**src/srtc_pkg.sv**
```systemverilog
// ============================================================
// Shared constants for the serial seconds counter
package srtc_pkg;

    // ============================================================
    // Command codes, all taken least significant bit first
    localparam logic [7:0] CMD_READ_ROM   = 8'h33;
    localparam logic [7:0] CMD_MATCH_ROM  = 8'h55;
    localparam logic [7:0] CMD_SEARCH_ROM = 8'hF0;
    localparam logic [7:0] CMD_SKIP_ROM   = 8'hCC;
    localparam logic [7:0] CMD_READ_CLK   = 8'h66;
    localparam logic [7:0] CMD_WRITE_CLK  = 8'h99;

    // ============================================================
    // Control byte layout and reset values
    localparam int          CTRL_OSC_LO    = 2;
    localparam int          CTRL_OSC_HI    = 3;
    localparam int          CTRL_USER_LSB  = 4;
    localparam logic [3:0]  USER_RESET     = 4'h0;
    localparam logic        OSC_RUN_RESET  = 1'b0;
    localparam logic [31:0] SECONDS_RESET  = 32'h0000_0000;

    // ============================================================
    // Sizes and time base
    localparam int ID_BITS         = 64;
    localparam int ID_CRC_SPAN     = 56;
    localparam int CLK_FRAME_BYTES = 5;
    localparam int FIFO_WORDS      = 8;
    localparam int XTAL_HZ         = 32768;
    // Crystal ticks in one second of the seconds counter
    localparam int TICKS_PER_SEC   = XTAL_HZ;

    // Reflected form of x^8 + x^5 + x^4 + 1
    localparam logic [7:0] CRC_POLY_REFL = 8'h8C;

    typedef enum {
        ST_IDLE, ST_ROM_CMD, ST_READ_ROM, ST_MATCH, ST_SEARCH,
        ST_FUNC_CMD, ST_READ_CLK, ST_WRITE_CLK, ST_WAIT
    } srtc_state_t;

    // One bit through the check register
    function automatic logic [7:0] srtc_crc_step(input logic [7:0] crc, input logic b);
        logic fb;
        fb = crc[0] ^ b;
        return (crc >> 1) ^ (fb ? CRC_POLY_REFL : 8'h00);
    endfunction

    // Check value over the first n bits, register cleared first
    function automatic logic [7:0] srtc_crc_bits(input logic [63:0] data, input int n);
        logic [7:0] c;
        c = 8'h00;
        for (int i = 0; i < 64; i++) begin
            if (i < n) c = srtc_crc_step(c, data[i]);
        end
        return c;
    endfunction

endpackage

```
**src/srtc_fifo.sv**
```systemverilog
`timescale 1ns/1ps
// ============================================================
// Small flip-flop FIFO for outgoing clock bytes
module srtc_fifo
    import srtc_pkg::*;
#(
    parameter int WIDTH = 8,
    parameter int DEPTH = FIFO_WORDS
) (
    // Clock and control
    input  wire logic             clk,
    input  wire logic             rst,
    input  wire logic             ce,
    input  wire logic             flush,
    // Fill side
    input  wire logic             inValid,
    output      logic             inReady,
    input  wire logic [WIDTH-1:0] inData,
    // Drain side
    output      logic             outValid,
    input  wire logic             outReady,
    output      logic [WIDTH-1:0] outData
);
    localparam int AW = $clog2(DEPTH);

    logic [WIDTH-1:0] mem_reg [DEPTH];
    logic [WIDTH-1:0] mem_next [DEPTH];
    logic [AW-1:0]    wr_reg, wr_next, rd_reg, rd_next;
    logic [AW:0]      cnt_reg, cnt_next;
    logic             push, pop;

    // Honest flags from the fill count, both held low during a flush
    assign inReady  = (cnt_reg != (AW+1)'(DEPTH)) && !flush;
    assign outValid = (cnt_reg != '0) && !flush;
    assign outData  = mem_reg[rd_reg];
    assign push     = inValid && inReady;
    assign pop      = outValid && outReady;

    // ============================================================
    // Next pointers, count and storage
    always_comb begin
        mem_next = mem_reg;
        wr_next  = wr_reg;
        rd_next  = rd_reg;
        cnt_next = cnt_reg;
        if (flush) begin
            wr_next  = '0;
            rd_next  = '0;
            cnt_next = '0;
        end else begin
            if (push) begin
                mem_next[wr_reg] = inData;
                wr_next = (wr_reg == AW'(DEPTH-1)) ? '0 : wr_reg + 1'b1;
            end
            if (pop) rd_next = (rd_reg == AW'(DEPTH-1)) ? '0 : rd_reg + 1'b1;
            if (push && !pop) cnt_next = cnt_reg + 1'b1;
            else if (pop && !push) cnt_next = cnt_reg - 1'b1;
        end
    end

    always_ff @(posedge clk or posedge rst) begin
        if (rst) begin
            for (int i = 0; i < DEPTH; i++) mem_reg[i] <= '0;
            wr_reg  <= '0;
            rd_reg  <= '0;
            cnt_reg <= '0;
        end else if (ce) begin
            mem_reg <= mem_next;
            wr_reg  <= wr_next;
            rd_reg  <= rd_next;
            cnt_reg <= cnt_next;
        end
    end
endmodule

```
**src/srtc_seconds_counter.sv**
```systemverilog
`timescale 1ns/1ps
// ============================================================
// Serial seconds counter, slave side, bit-slot level
module srtc_seconds_counter
    import srtc_pkg::*;
#(
    parameter logic [7:0]  TYPE_CODE  = 8'h5A,          // Arbitrary value
    parameter logic [47:0] SERIAL_NUM = 48'h0000_1234_5678, // Arbitrary value
    parameter int          SEC_TICKS  = TICKS_PER_SEC
) (
    // Clock, reset, enable
    input  wire logic        clk,
    input  wire logic        rst,
    input  wire logic        ce,
    // Serial bus at slot level
    input  wire logic        busReset,
    input  wire logic        slotStrobe,
    input  wire logic        dqIn,
    output      logic        dqOut,
    output      logic        dqOe,
    // Time base and status
    input  wire logic        oscTick,
    output      logic        oscEnable,
    output      logic [7:0]  ctrlByte,
    output      logic [31:0] seconds
);
    localparam int PW = $clog2(SEC_TICKS);
    // identity with its zero-seeded check byte on top
    localparam logic [55:0] ID_BODY = {SERIAL_NUM, TYPE_CODE};
    localparam logic [63:0] IDENT   = {srtc_crc_bits({8'h00, ID_BODY}, ID_CRC_SPAN), ID_BODY};

    srtc_state_t state_reg, state_next;
    logic [7:0]  shift_reg, shift_next;
    logic [6:0]  bitCnt_reg, bitCnt_next;
    logic [1:0]  searchPh_reg, searchPh_next;
    logic [2:0]  byteIdx_reg, byteIdx_next;
    logic [3:0]  user_reg, user_next;
    logic        oscRun_reg, oscRun_next;
    logic [31:0] snap_reg, snap_next;
    logic        pending_reg, pending_next;
    logic [31:0] seconds_reg, seconds_next;
    logic [PW-1:0] pre_reg, pre_next;
    logic [2:0]  loadIdx_reg, loadIdx_next;
    logic [7:0]  tx_reg, tx_next;
    logic [3:0]  txBits_reg, txBits_next;
    logic        dqOe_reg, dqOe_next;
    logic [7:0]  shIn, loadByte, fifoData;
    logic        idBit, txBit, fifoReady, fifoValid, fifoPop, inReadClk;

    // low bits hard zero; both oscillator bits mirror the run state
    assign ctrlByte  = {user_reg, oscRun_reg, oscRun_reg, 2'b00};
    assign oscEnable = oscRun_reg;
    assign seconds   = seconds_reg;
    assign dqOut     = 1'b0;            // Open drain: only ever pulls low
    assign dqOe      = dqOe_reg;
    // new bit enters at the top, so bytes arrive LSB first
    assign shIn      = {dqIn, shift_reg[7:1]};
    assign idBit     = IDENT[bitCnt_reg[5:0]];
    assign inReadClk = (state_reg == ST_READ_CLK);

    // ============================================================
    // Protocol: ROM layer then clock layer
    always_comb begin
        state_next    = state_reg;
        shift_next    = shift_reg;
        bitCnt_next   = bitCnt_reg;
        searchPh_next = searchPh_reg;
        byteIdx_next  = byteIdx_reg;
        user_next     = user_reg;
        oscRun_next   = oscRun_reg;
        snap_next     = snap_reg;
        pending_next  = pending_reg;
        if (busReset) begin
            state_next    = ST_ROM_CMD;
            shift_next    = 8'h00;
            bitCnt_next   = '0;
            searchPh_next = '0;
            byteIdx_next  = '0;
            pending_next  = 1'b0;
        end else if (slotStrobe) begin
            case (state_reg)
                ST_ROM_CMD: begin
                    shift_next  = shIn;
                    bitCnt_next = bitCnt_reg + 1'b1;
                    if (bitCnt_reg == 7'd7) begin
                        bitCnt_next = '0;
                        case (shIn)
                            CMD_READ_ROM:   state_next = ST_READ_ROM;
                            CMD_MATCH_ROM:  state_next = ST_MATCH;
                            CMD_SEARCH_ROM: state_next = ST_SEARCH;
                            CMD_SKIP_ROM:   state_next = ST_FUNC_CMD;
                            default:        state_next = ST_WAIT;
                        endcase
                    end
                end
                ST_READ_ROM: begin
                    bitCnt_next = bitCnt_reg + 1'b1;
                    if (bitCnt_reg == 7'd63) begin
                        bitCnt_next = '0;
                        state_next  = ST_FUNC_CMD;
                    end
                end
                ST_MATCH: begin
                    bitCnt_next = bitCnt_reg + 1'b1;
                    if (dqIn != idBit) state_next = ST_WAIT;
                    else if (bitCnt_reg == 7'd63) begin
                        bitCnt_next = '0;
                        state_next  = ST_FUNC_CMD;
                    end
                end
                ST_SEARCH: begin
                    // Bit, complement, then the master's choice
                    searchPh_next = searchPh_reg + 1'b1;
                    if (searchPh_reg == 2'd2) begin
                        searchPh_next = '0;
                        bitCnt_next   = bitCnt_reg + 1'b1;
                        if (dqIn != idBit) state_next = ST_WAIT;
                        else if (bitCnt_reg == 7'd63) begin
                            bitCnt_next = '0;
                            state_next  = ST_FUNC_CMD;
                        end
                    end
                end
                ST_FUNC_CMD: begin
                    // only reachable after a ROM command succeeded
                    shift_next  = shIn;
                    bitCnt_next = bitCnt_reg + 1'b1;
                    if (bitCnt_reg == 7'd7) begin
                        bitCnt_next = '0;
                        if (shIn == CMD_READ_CLK) begin
                            // snapshot on the final command bit
                            snap_next  = seconds_reg;
                            state_next = ST_READ_CLK;
                        end else if (shIn == CMD_WRITE_CLK) begin
                            state_next = ST_WRITE_CLK;
                        end else begin
                            state_next = ST_WAIT;
                        end
                    end
                end
                ST_WRITE_CLK: begin
                    shift_next  = shIn;
                    bitCnt_next = {4'h0, bitCnt_reg[2:0] + 3'd1};
                    if (bitCnt_reg[2:0] == 3'd7) begin
                        if (byteIdx_reg != 3'd5) byteIdx_next = byteIdx_reg + 1'b1;
                        // control byte first, then counter bytes LSB first
                        if (byteIdx_reg == 3'd0) begin
                            // bit 3 alone sets the run state
                            oscRun_next = shIn[CTRL_OSC_HI];
                            user_next   = shIn[7:CTRL_USER_LSB];
                        end else if (byteIdx_reg <= 3'd4) begin
                            snap_next[{byteIdx_reg[1:0] - 2'd1, 3'b000} +: 8] = shIn;
                            if (byteIdx_reg == 3'd4) pending_next = 1'b1;
                        end
                    end
                end
                default: ;
            endcase
        end
    end

    // control state changes only through the serial protocol
    always_ff @(posedge clk or posedge rst) begin
        if (rst) begin
            state_reg    <= ST_IDLE;
            shift_reg    <= 8'h00;
            bitCnt_reg   <= '0;
            searchPh_reg <= '0;
            byteIdx_reg  <= '0;
            user_reg     <= USER_RESET;
            oscRun_reg   <= OSC_RUN_RESET;
            snap_reg     <= SECONDS_RESET;
            pending_reg  <= 1'b0;
        end else if (ce) begin
            state_reg    <= state_next;
            shift_reg    <= shift_next;
            bitCnt_reg   <= bitCnt_next;
            searchPh_reg <= searchPh_next;
            byteIdx_reg  <= byteIdx_next;
            user_reg     <= user_next;
            oscRun_reg   <= oscRun_next;
            snap_reg     <= snap_next;
            pending_reg  <= pending_next;
        end
    end

    // ============================================================
    // Time base: prescaler and seconds counter
    always_comb begin
        seconds_next = seconds_reg;
        pre_next     = pre_reg;
        if (busReset && pending_reg) begin
            // written time lands on the bus reset
            seconds_next = snap_reg;
            pre_next     = '0;
        // crystal ticks count only while running
        end else if (oscRun_reg && oscTick) begin
            if (pre_reg == PW'(SEC_TICKS - 1)) begin
                pre_next     = '0;
                // plus one per second; wraps naturally
                seconds_next = seconds_reg + 32'd1;
            end else begin
                pre_next = pre_reg + 1'b1;
            end
        end
    end

    always_ff @(posedge clk or posedge rst) begin
        if (rst) begin
            seconds_reg <= SECONDS_RESET;
            pre_reg     <= '0;
        end else if (ce) begin
            seconds_reg <= seconds_next;
            pre_reg     <= pre_next;
        end
    end

    // ============================================================
    // Read path: loader fills the FIFO with the five-byte frame
    always_comb begin
        case (loadIdx_reg)
            3'd0:    loadByte = ctrlByte;
            3'd1:    loadByte = snap_reg[7:0];
            3'd2:    loadByte = snap_reg[15:8];
            3'd3:    loadByte = snap_reg[23:16];
            default: loadByte = snap_reg[31:24];
        endcase
    end

    srtc_fifo #(.WIDTH(8), .DEPTH(FIFO_WORDS)) u_fifo (
        .clk      (clk),
        .rst      (rst),
        .ce       (ce),
        .flush    (!inReadClk),
        .inValid  (inReadClk),
        .inReady  (fifoReady),
        .inData   (loadByte),
        .outValid (fifoValid),
        .outReady (fifoPop),
        .outData  (fifoData)
    );

    // Pop only when the shifter is empty; the loader stalls on a full FIFO
    assign fifoPop = inReadClk && (txBits_reg == 4'd0);

    always_comb begin
        loadIdx_next = loadIdx_reg;
        tx_next      = tx_reg;
        txBits_next  = txBits_reg;
        if (!inReadClk || busReset) begin
            loadIdx_next = '0;
            txBits_next  = '0;
        end else begin
            // frame repeats until the next bus reset
            if (fifoReady) loadIdx_next = (loadIdx_reg == 3'(CLK_FRAME_BYTES - 1)) ? '0 : loadIdx_reg + 1'b1;
            if (fifoPop && fifoValid) begin
                tx_next     = fifoData;
                txBits_next = 4'd8;
            end else if (slotStrobe && txBits_reg != 4'd0) begin
                tx_next     = tx_reg >> 1;
                txBits_next = txBits_reg - 1'b1;
            end
        end
    end

    // Bit offered in the next read slot; a 1 leaves the line released
    always_comb begin
        case (state_reg)
            ST_READ_ROM: txBit = idBit;
            ST_SEARCH:   txBit = (searchPh_reg == 2'd0) ? idBit : (searchPh_reg == 2'd1) ? !idBit : 1'b1;
            ST_READ_CLK: txBit = (txBits_reg != 4'd0) ? tx_reg[0] : 1'b1;
            default:     txBit = 1'b1;
        endcase
        dqOe_next = !txBit && !busReset;
    end

    always_ff @(posedge clk or posedge rst) begin
        if (rst) begin
            loadIdx_reg <= '0;
            tx_reg      <= 8'h00;
            txBits_reg  <= '0;
            dqOe_reg    <= 1'b0;
        end else if (ce) begin
            loadIdx_reg <= loadIdx_next;
            tx_reg      <= tx_next;
            txBits_reg  <= txBits_next;
            dqOe_reg    <= dqOe_next;
        end
    end
endmodule

```
**config.mk**
```make
export PLATFORM = sky130hd
export DESIGN_NAME = srtc_seconds_counter
export DESIGN_NICKNAME = d
export VERILOG_FILES = /design/src/srtc_pkg.sv /design/src/srtc_fifo.sv /design/src/srtc_seconds_counter.sv
export SDC_FILE = /design/constraint.sdc
export NUM_CORES = 1
export LEC_CHECK = 0
export ABC_AREA = 1
export BUFFER_PORTS_ARGS = -buffer_cell sky130_fd_sc_hd__buf_2
export CORE_MARGIN = 2
export CORE_UTILIZATION = 30
export CTS_CLUSTER_DIAMETER = 150
export CTS_CLUSTER_SIZE = 16
export DETAILED_ROUTE_END_ITERATION = 6
export GPL_ROUTABILITY_DRIVEN = 0
export PLACE_DENSITY = 0.53
export SLEW_MARGIN = 20
export SYNTH_ARGS = -nofsm -noshare
export SYNTH_HDL_FRONTEND = slang
export SYNTH_SLANG_ARGS = --single-unit
```
**constraint.sdc**
```tcl
create_clock -name clk -period 14.3 [get_ports clk]
set_input_delay 0 -clock clk [delete_from_list [all_inputs] [get_ports clk]]
set_output_delay 0 -clock clk [all_outputs]
set_load 0.02 [all_outputs]
```
* Word level (Yosys, flattened, before mapping) *
Memories as Yosys holds them, arrays and structs flattened.
Index checks and enable logic that the tools add are counted.

word-level totals
  bits in writable memories = 0
  memories = 1
  output and inout port bits = 43
  word-level logic and storage cells = 233
  bits in latches = 0
  memory bits (read-only) = 64
  bits in registers = 227

memories
  name              words  bits a word  rd ports  clocked after memory_dff  wr ports  line                        source
  (name not given)  64     1            1         0                         0         srtc_seconds_counter.sv:58  assign idBit = IDENT[bitCnt_reg[5:0]];

operators by class
  multiply operators = 0
  shifts and indexed selects = 2
  divide/modulo/power cells = 0
  $add $sub $neg = 14
  $lt $le $gt $ge = 5
  eq/ne operators = 42
  reduce and logical (&&, ||, !) cells = 60
  bitwise gates (word level) = 4
  mux-type cells = 79

operators by type and width
  cell                      count
  $mux W32                  15
  $pmux W32 S5              1
  $eq A32 B3 Y1 const B     4
  $bwmux W64                1
  $eq A32 B2 Y1 const B     2
  $mux W8                   8
  $pmux W32 S2              1
  $mux W15                  3
  $mux W3                   14
  $mux W7                   6
  $pmux W7 S5               1
  $add A32 B1 Y32 const B   1
  $bwmux W32                1
  $eq A32 B1 Y1 const B     1
  $eq A32 B4 Y1 const B     1
  $mux W4                   8
  $pmux W8 S4               1
  $shift A8 B7 Y32 const A  1
  $shiftx A8 B7 Y32         1
  $reduce_bool A2 Y1        13
  $bmux W8 S3               1
  $demux W8 S3              1
  $eq A8 B8 Y1 const B      3
  $eq A8 B7 Y1 const B      2
  other kinds (51)          115

* Logic depth before layout (Yosys ltp) *
  word-level depth = 8
  depth in mapped cells = 18

* By module *
A second synthesis with hierarchy kept.

unflattened totals
  cells, all modules = 1775
  area total of the unflattened synthesis = 13307.8 sq um

by module, submodules not included
  module                instances  cells an instance  area each (sq um)
  srtc_seconds_counter  1          1352               9555.4
  srtc_fifo             1          423                3752.3

* Worst setup path before layout *
Ideal clock, no wire load.

  path type = register to register
  from = register byteIdx_reg[0]
  to = register snap_reg[11]
  stages on the path, launching flop included = 14
  arrival time = 2333 ps
  slack = 11848 ps
  required time = 14181 ps
  period minus slack after synthesis = 2452 ps
  path through = dfrtp_1 -> clkbuf_1 -> clkbuf_1 -> inv_1 -> ha_1 -> clkbuf_1 -> inv_1 -> nor2_1 -> o21ai_0 -> nand2_2 -> nor2_8 -> nand3_2 -> nand2_1 -> nand2_1

on the way
  longest elaborated chain between the ends = 8
  elaborated cells between the ends (all ways) = 14
  those cells by class = add/sub (2); order compare (1); eq/ne (2); shift (2); mux (5); reduce/logical (2)

ends and longest elaborated chain
  element                                                line                         source
  start: declaration                                     srtc_seconds_counter.sv:36   logic [2:0] byteIdx_reg, byteIdx_next;
  start signal: assignment                               srtc_seconds_counter.sv:179  byteIdx_reg <= byteIdx_next;
  $sub A2 B1 Y2                                          srtc_seconds_counter.sv:152  snap_next[{byteIdx_reg[1:0] - 2'd1, 3'b000} +: 8] = shIn;
  $neg A5 Y7                                             srtc_seconds_counter.sv:152
  $shiftx A8 B7 Y32 or $shift A8 B7 Y32 (tied branches)  srtc_seconds_counter.sv:152
  $bwmux W32                                             srtc_seconds_counter.sv:152
  $mux W32                                               srtc_seconds_counter.sv:151  end else if (byteIdx_reg <= 3'd4) begin
  $mux W32                                               srtc_seconds_counter.sv:147  if (byteIdx_reg == 3'd0) begin
  $mux W32                                               srtc_seconds_counter.sv:144  if (bitCnt_reg[2:0] == 3'd7) begin
  $pmux W32 S2                                           srtc_seconds_counter.sv:81   case (state_reg)
  end signal: assignment                                 srtc_seconds_counter.sv:182  snap_reg <= snap_next;
  end: declaration                                       srtc_seconds_counter.sv:39   logic [31:0] snap_reg, snap_next;

Several ways; a longest one is shown, not always the timed one. The select of a mux whose other input is x is not followed.
A chain may end at the register's enable or synchronous reset.

* Worst setup path after layout *
  from = register state_reg[18]
  to = register snap_reg[21]

on the way
  longest elaborated chain between the ends = 3
  elaborated cells between the ends (all ways) = 10
  those cells by class = eq/ne (7); mux (1); reduce/logical (2)

ends and longest elaborated chain
  element                                                              line                         source
  start: declaration                                                   srtc_seconds_counter.sv:32   srtc_state_t state_reg, state_next;
  start signal: assignment                                             srtc_seconds_counter.sv:175  state_reg <= state_next;
  $eq A32 B3 Y1                                                        srtc_seconds_counter.sv:81
  $ne A2 B2 Y1 (no source line) or $reduce_bool A2 Y1 (tied branches)  --
  $reduce_and A9 Y1 (no source line)                                   --

Several ways; a longest one is shown, not always the timed one.

==> results.md <==
- Syn Inst Count: 1702
- Outcome: complete, no violations
- Top Usage Layer GRT: met2
- Syn Std Cell Area: 0.01290 mm^2
- Final instance area: 0.01403 mm^2
- Maxcap violations: 0
- N_diodes: 0
- Grt total ovfl: 0
- Setup total negative slack: 0 ps
- Fillers: 4519
- Crit path DAT: 3700 ps
- Inst Count DP: 2223
- Final core occ: 0.3322
- EDFF count, synth: 0
- Async S/R FF share, synth: 1.000
- # DRC: 0
- Initial antenna violation count: 0
- Pins Over Slew Limit: 0
- Synth top area share: 0.4382
- Starting Density: 0.3056
- R2r startpoint: state_reg[18]$_DFFE_PP0P_
- Share of cells above drive strength 1: 0.07845
- Clock net sink count: 226
- Worst-Margin Slew: 1075 ps
- Critical path required time: 14710 ps
- Hold Path Depth: 6
- Final Critical Period: 3292 ps
- Mean Syn Cell Area: 7.582 um^2
- Core area: 0.04223 mm^2
- CTS root buf: clkbuf_16
- GRT Total Usage: 0.1692
- I/O pin total: 50
- CTS tree: yes
- Via Count: 11525
- Post-synthesis cell type count: 52
- CTS Buf Count: 18
- Largest net degree at the start of global routing: 100
- DP HPWL: 26.47 mm
- DIE HEIGHT: 211.4 um
- Met1 GRT Util: 0.2374
- Site row count: 75
- Warnings from Yosys: 0
- Deepest clock path buffer count: 3
- Synth Register Bits: 226
- Reg-to-reg endpoint: snap_reg[21]$_DFFE_PP0P_
- Die area: 0.04469 mm^2
- Fmax: 303.8 MHz
- Avg WL per Cell: 16.72 um
- Met2 Use GR: 0.2757
- Max reg flops: 64
- Worst clock skew: 33.48 ps
- Reg clk slew, reported paths: 80 ps
- Most frequent cells in the layout: nand2_1, dfrtp_1, inv_1, nor2_1, o21ai_0
- Total routed wirelength: 37.58 mm
- First-pass GRT wire length: 60.54 mm
- WHS Endpoint: pre_reg[4]$_DFFE_PP0P_
- Critical path startpoint category: flip-flop
- RSZ-0062 raised after global routing: no
- Final nets: 1741
- Pwr per Cell Area: 94.18 mW/mm^2
- Met3 Use GR: 0.02003
- # resized after CTS: 0
- Die W: 211.4 um
- Clock Latency Late Sink: 510 ps
- Area grow syn2layout: 8.716%
- Setup bufs post-CTS: 0
- DR vias/cell: 5.129
- Vias in the first global route: 10886
- Period utilization: 0.2302
- Crit path capture type: flip-flop
- DR iter-0 viols: 962
- Fin. Hold Viols: 0
- Finished Layout Cells: 2247
- Largest cells by area after synthesis: dfrtp_1, nand2_1, o21ai_0
- Reg2Reg Depth: 12
- Relative slew slack: 0.2828
- Leading register cell type out of synthesis: dfrtp_1
- Worst Path Max Fanout: 46
- H-tree level count: 1
- First drt pass iteration count: 7
- Peak VDD IR: 56.31 uV
- Crit Path Category: reg -> reg
- CTS Hold Bufs: 4
- Register-to-Register Setup Slack: 11010 ps
- Total Power: 1321 uW
- Cell taking the most area after synthesis: dfrtp_1
- Min-delay src: oscTick
- Antenna Violating Nets Remaining: 0
- Pleak: 0.006574 uW
- Commonest non-fill, non-tap cell in the layout: nand2_1
- Number of setup violations in the final report: 0
- Worst hold path type: in -> reg
- Post-synthesis sequential area ratio: 0.4382
- # port buffers: 46
- Area of placed instances: 0.01350 mm^2
[critical path, stage by stage, from the launching register on]
cell     delay, ps
dfrtp_1        380
nor2_1         110
nand2_1         60
nor2_1         110
nand2_1        350
nor2_4         880
inv_2           80
o21ai_2        170
nand2_2        110
nor2_8         430
nand3_2        310
nand2_1        130
nand2_1         50
[synthesized netlist by cell type (2+ instances only)]
| cell type | number |
|---|---|
| buf_1 | 2 |
| o21ai_0 | 136 |
| inv_1 | 157 |
| a31oi_1 | 4 |
| nand3b_1 | 3 |
| o22ai_1 | 5 |
| dfrtp_1 | 226 |
| ha_1 | 25 |
| nand3_1 | 96 |
| nor2_4 | 4 |
| clkinv_1 | 4 |
| a21oi_1 | 30 |
| a32o_1 | 4 |
| o21a_1 | 3 |
| nand2_2 | 5 |
| inv_2 | 12 |
| buf_6 | 6 |
| o221ai_1 | 15 |
| xor2_1 | 15 |
| buf_4 | 12 |
| o211ai_1 | 15 |
| clkbuf_1 | 43 |
| a22oi_1 | 3 |
| buf_2 | 9 |
| xnor2_1 | 5 |
| nand4_1 | 86 |
| nor3_1 | 28 |
| nor2_1 | 151 |
| nor4_1 | 4 |
| nand3_4 | 8 |
| a211oi_1 | 3 |
| or2_2 | 10 |
| nand3_2 | 7 |
| nand2_1 | 454 |
| o21ai_1 | 87 |
| nor2_2 | 6 |
| a221oi_1 | 4 |
[per-stage QoR]
step / hold WS, ps / setup WS (ps)
floorplan: 272.6 / 8109
global placement: 187.7 / 11050
detailed placement: 193.0 / 11030
CTS: 123.8 / 11020
global route: 165.3 / 10680
finish: 122.0 / 11010
[how the worst max path moves through the flow]
| stage | startpoint | endpoint | slack [ps] | depth (start not counted) |
|---|---|---|---|---|
| after floorplan | rst | bitCnt_reg[0]$_DFFE_PP0P_ | 8110 | 1 |
| after global placement | state_reg[15]$_DFFE_PP0P_ | snap_reg[9]$_DFFE_PP0P_ | 11050 | 12 |
| after detailed placement | state_reg[18]$_DFFE_PP0P_ | snap_reg[21]$_DFFE_PP0P_ | 11030 | 12 |
| after CTS | state_reg[15]$_DFFE_PP0P_ | snap_reg[11]$_DFFE_PP0P_ | 11020 | 12 |
| after global routing | state_reg[9]$_DFFE_PP0P_ | snap_reg[16]$_DFFE_PP0P_ | 10680 | 12 |
| final | state_reg[18]$_DFFE_PP0P_ | snap_reg[21]$_DFFE_PP0P_ | 11010 | 12 |
[final cells by class]
class                      count  area, um^2  share of cell area
multi-input combinational   1232        6227              0.4439
sequential                   226        5655              0.4031
tap                          539       674.4             0.04807
inverter                     174       665.6             0.04744
clock buffer                  19       475.5             0.03389
timing repair buffer          56       315.3             0.02247
clock inverter                 1       16.27            0.001159
[kinds of logic after synthesis]
group / after synthesis / synth area share
simple gates: 867 / 0.3048
compound gates: 315 / 0.1366
buf+inv: 246 / 0.07979
flops: 226 / 0.4382
fa+ha+maj: 26 / 0.02579
xor+xnor: 20 / 0.01357
other cells: 1 / 0.0002906
mux: 1 / 0.0008725
[where the power goes]
group          internal, uW  switching (uW)  leakage, uW
combinational          41.4             118      0.00331
sequential              653            30.4      0.00303
clock                   238             240     0.000241
total                   933             388      0.00657
[per-layer routing]
layer  vias to the layer above  routed length [um]
met4                         0                 925
met2                       292               17150
met5                         -                   0
met3                        52                1938
li1                       5660                   -
met1                      5521               17570
Power figures use the tool's default switching activity.
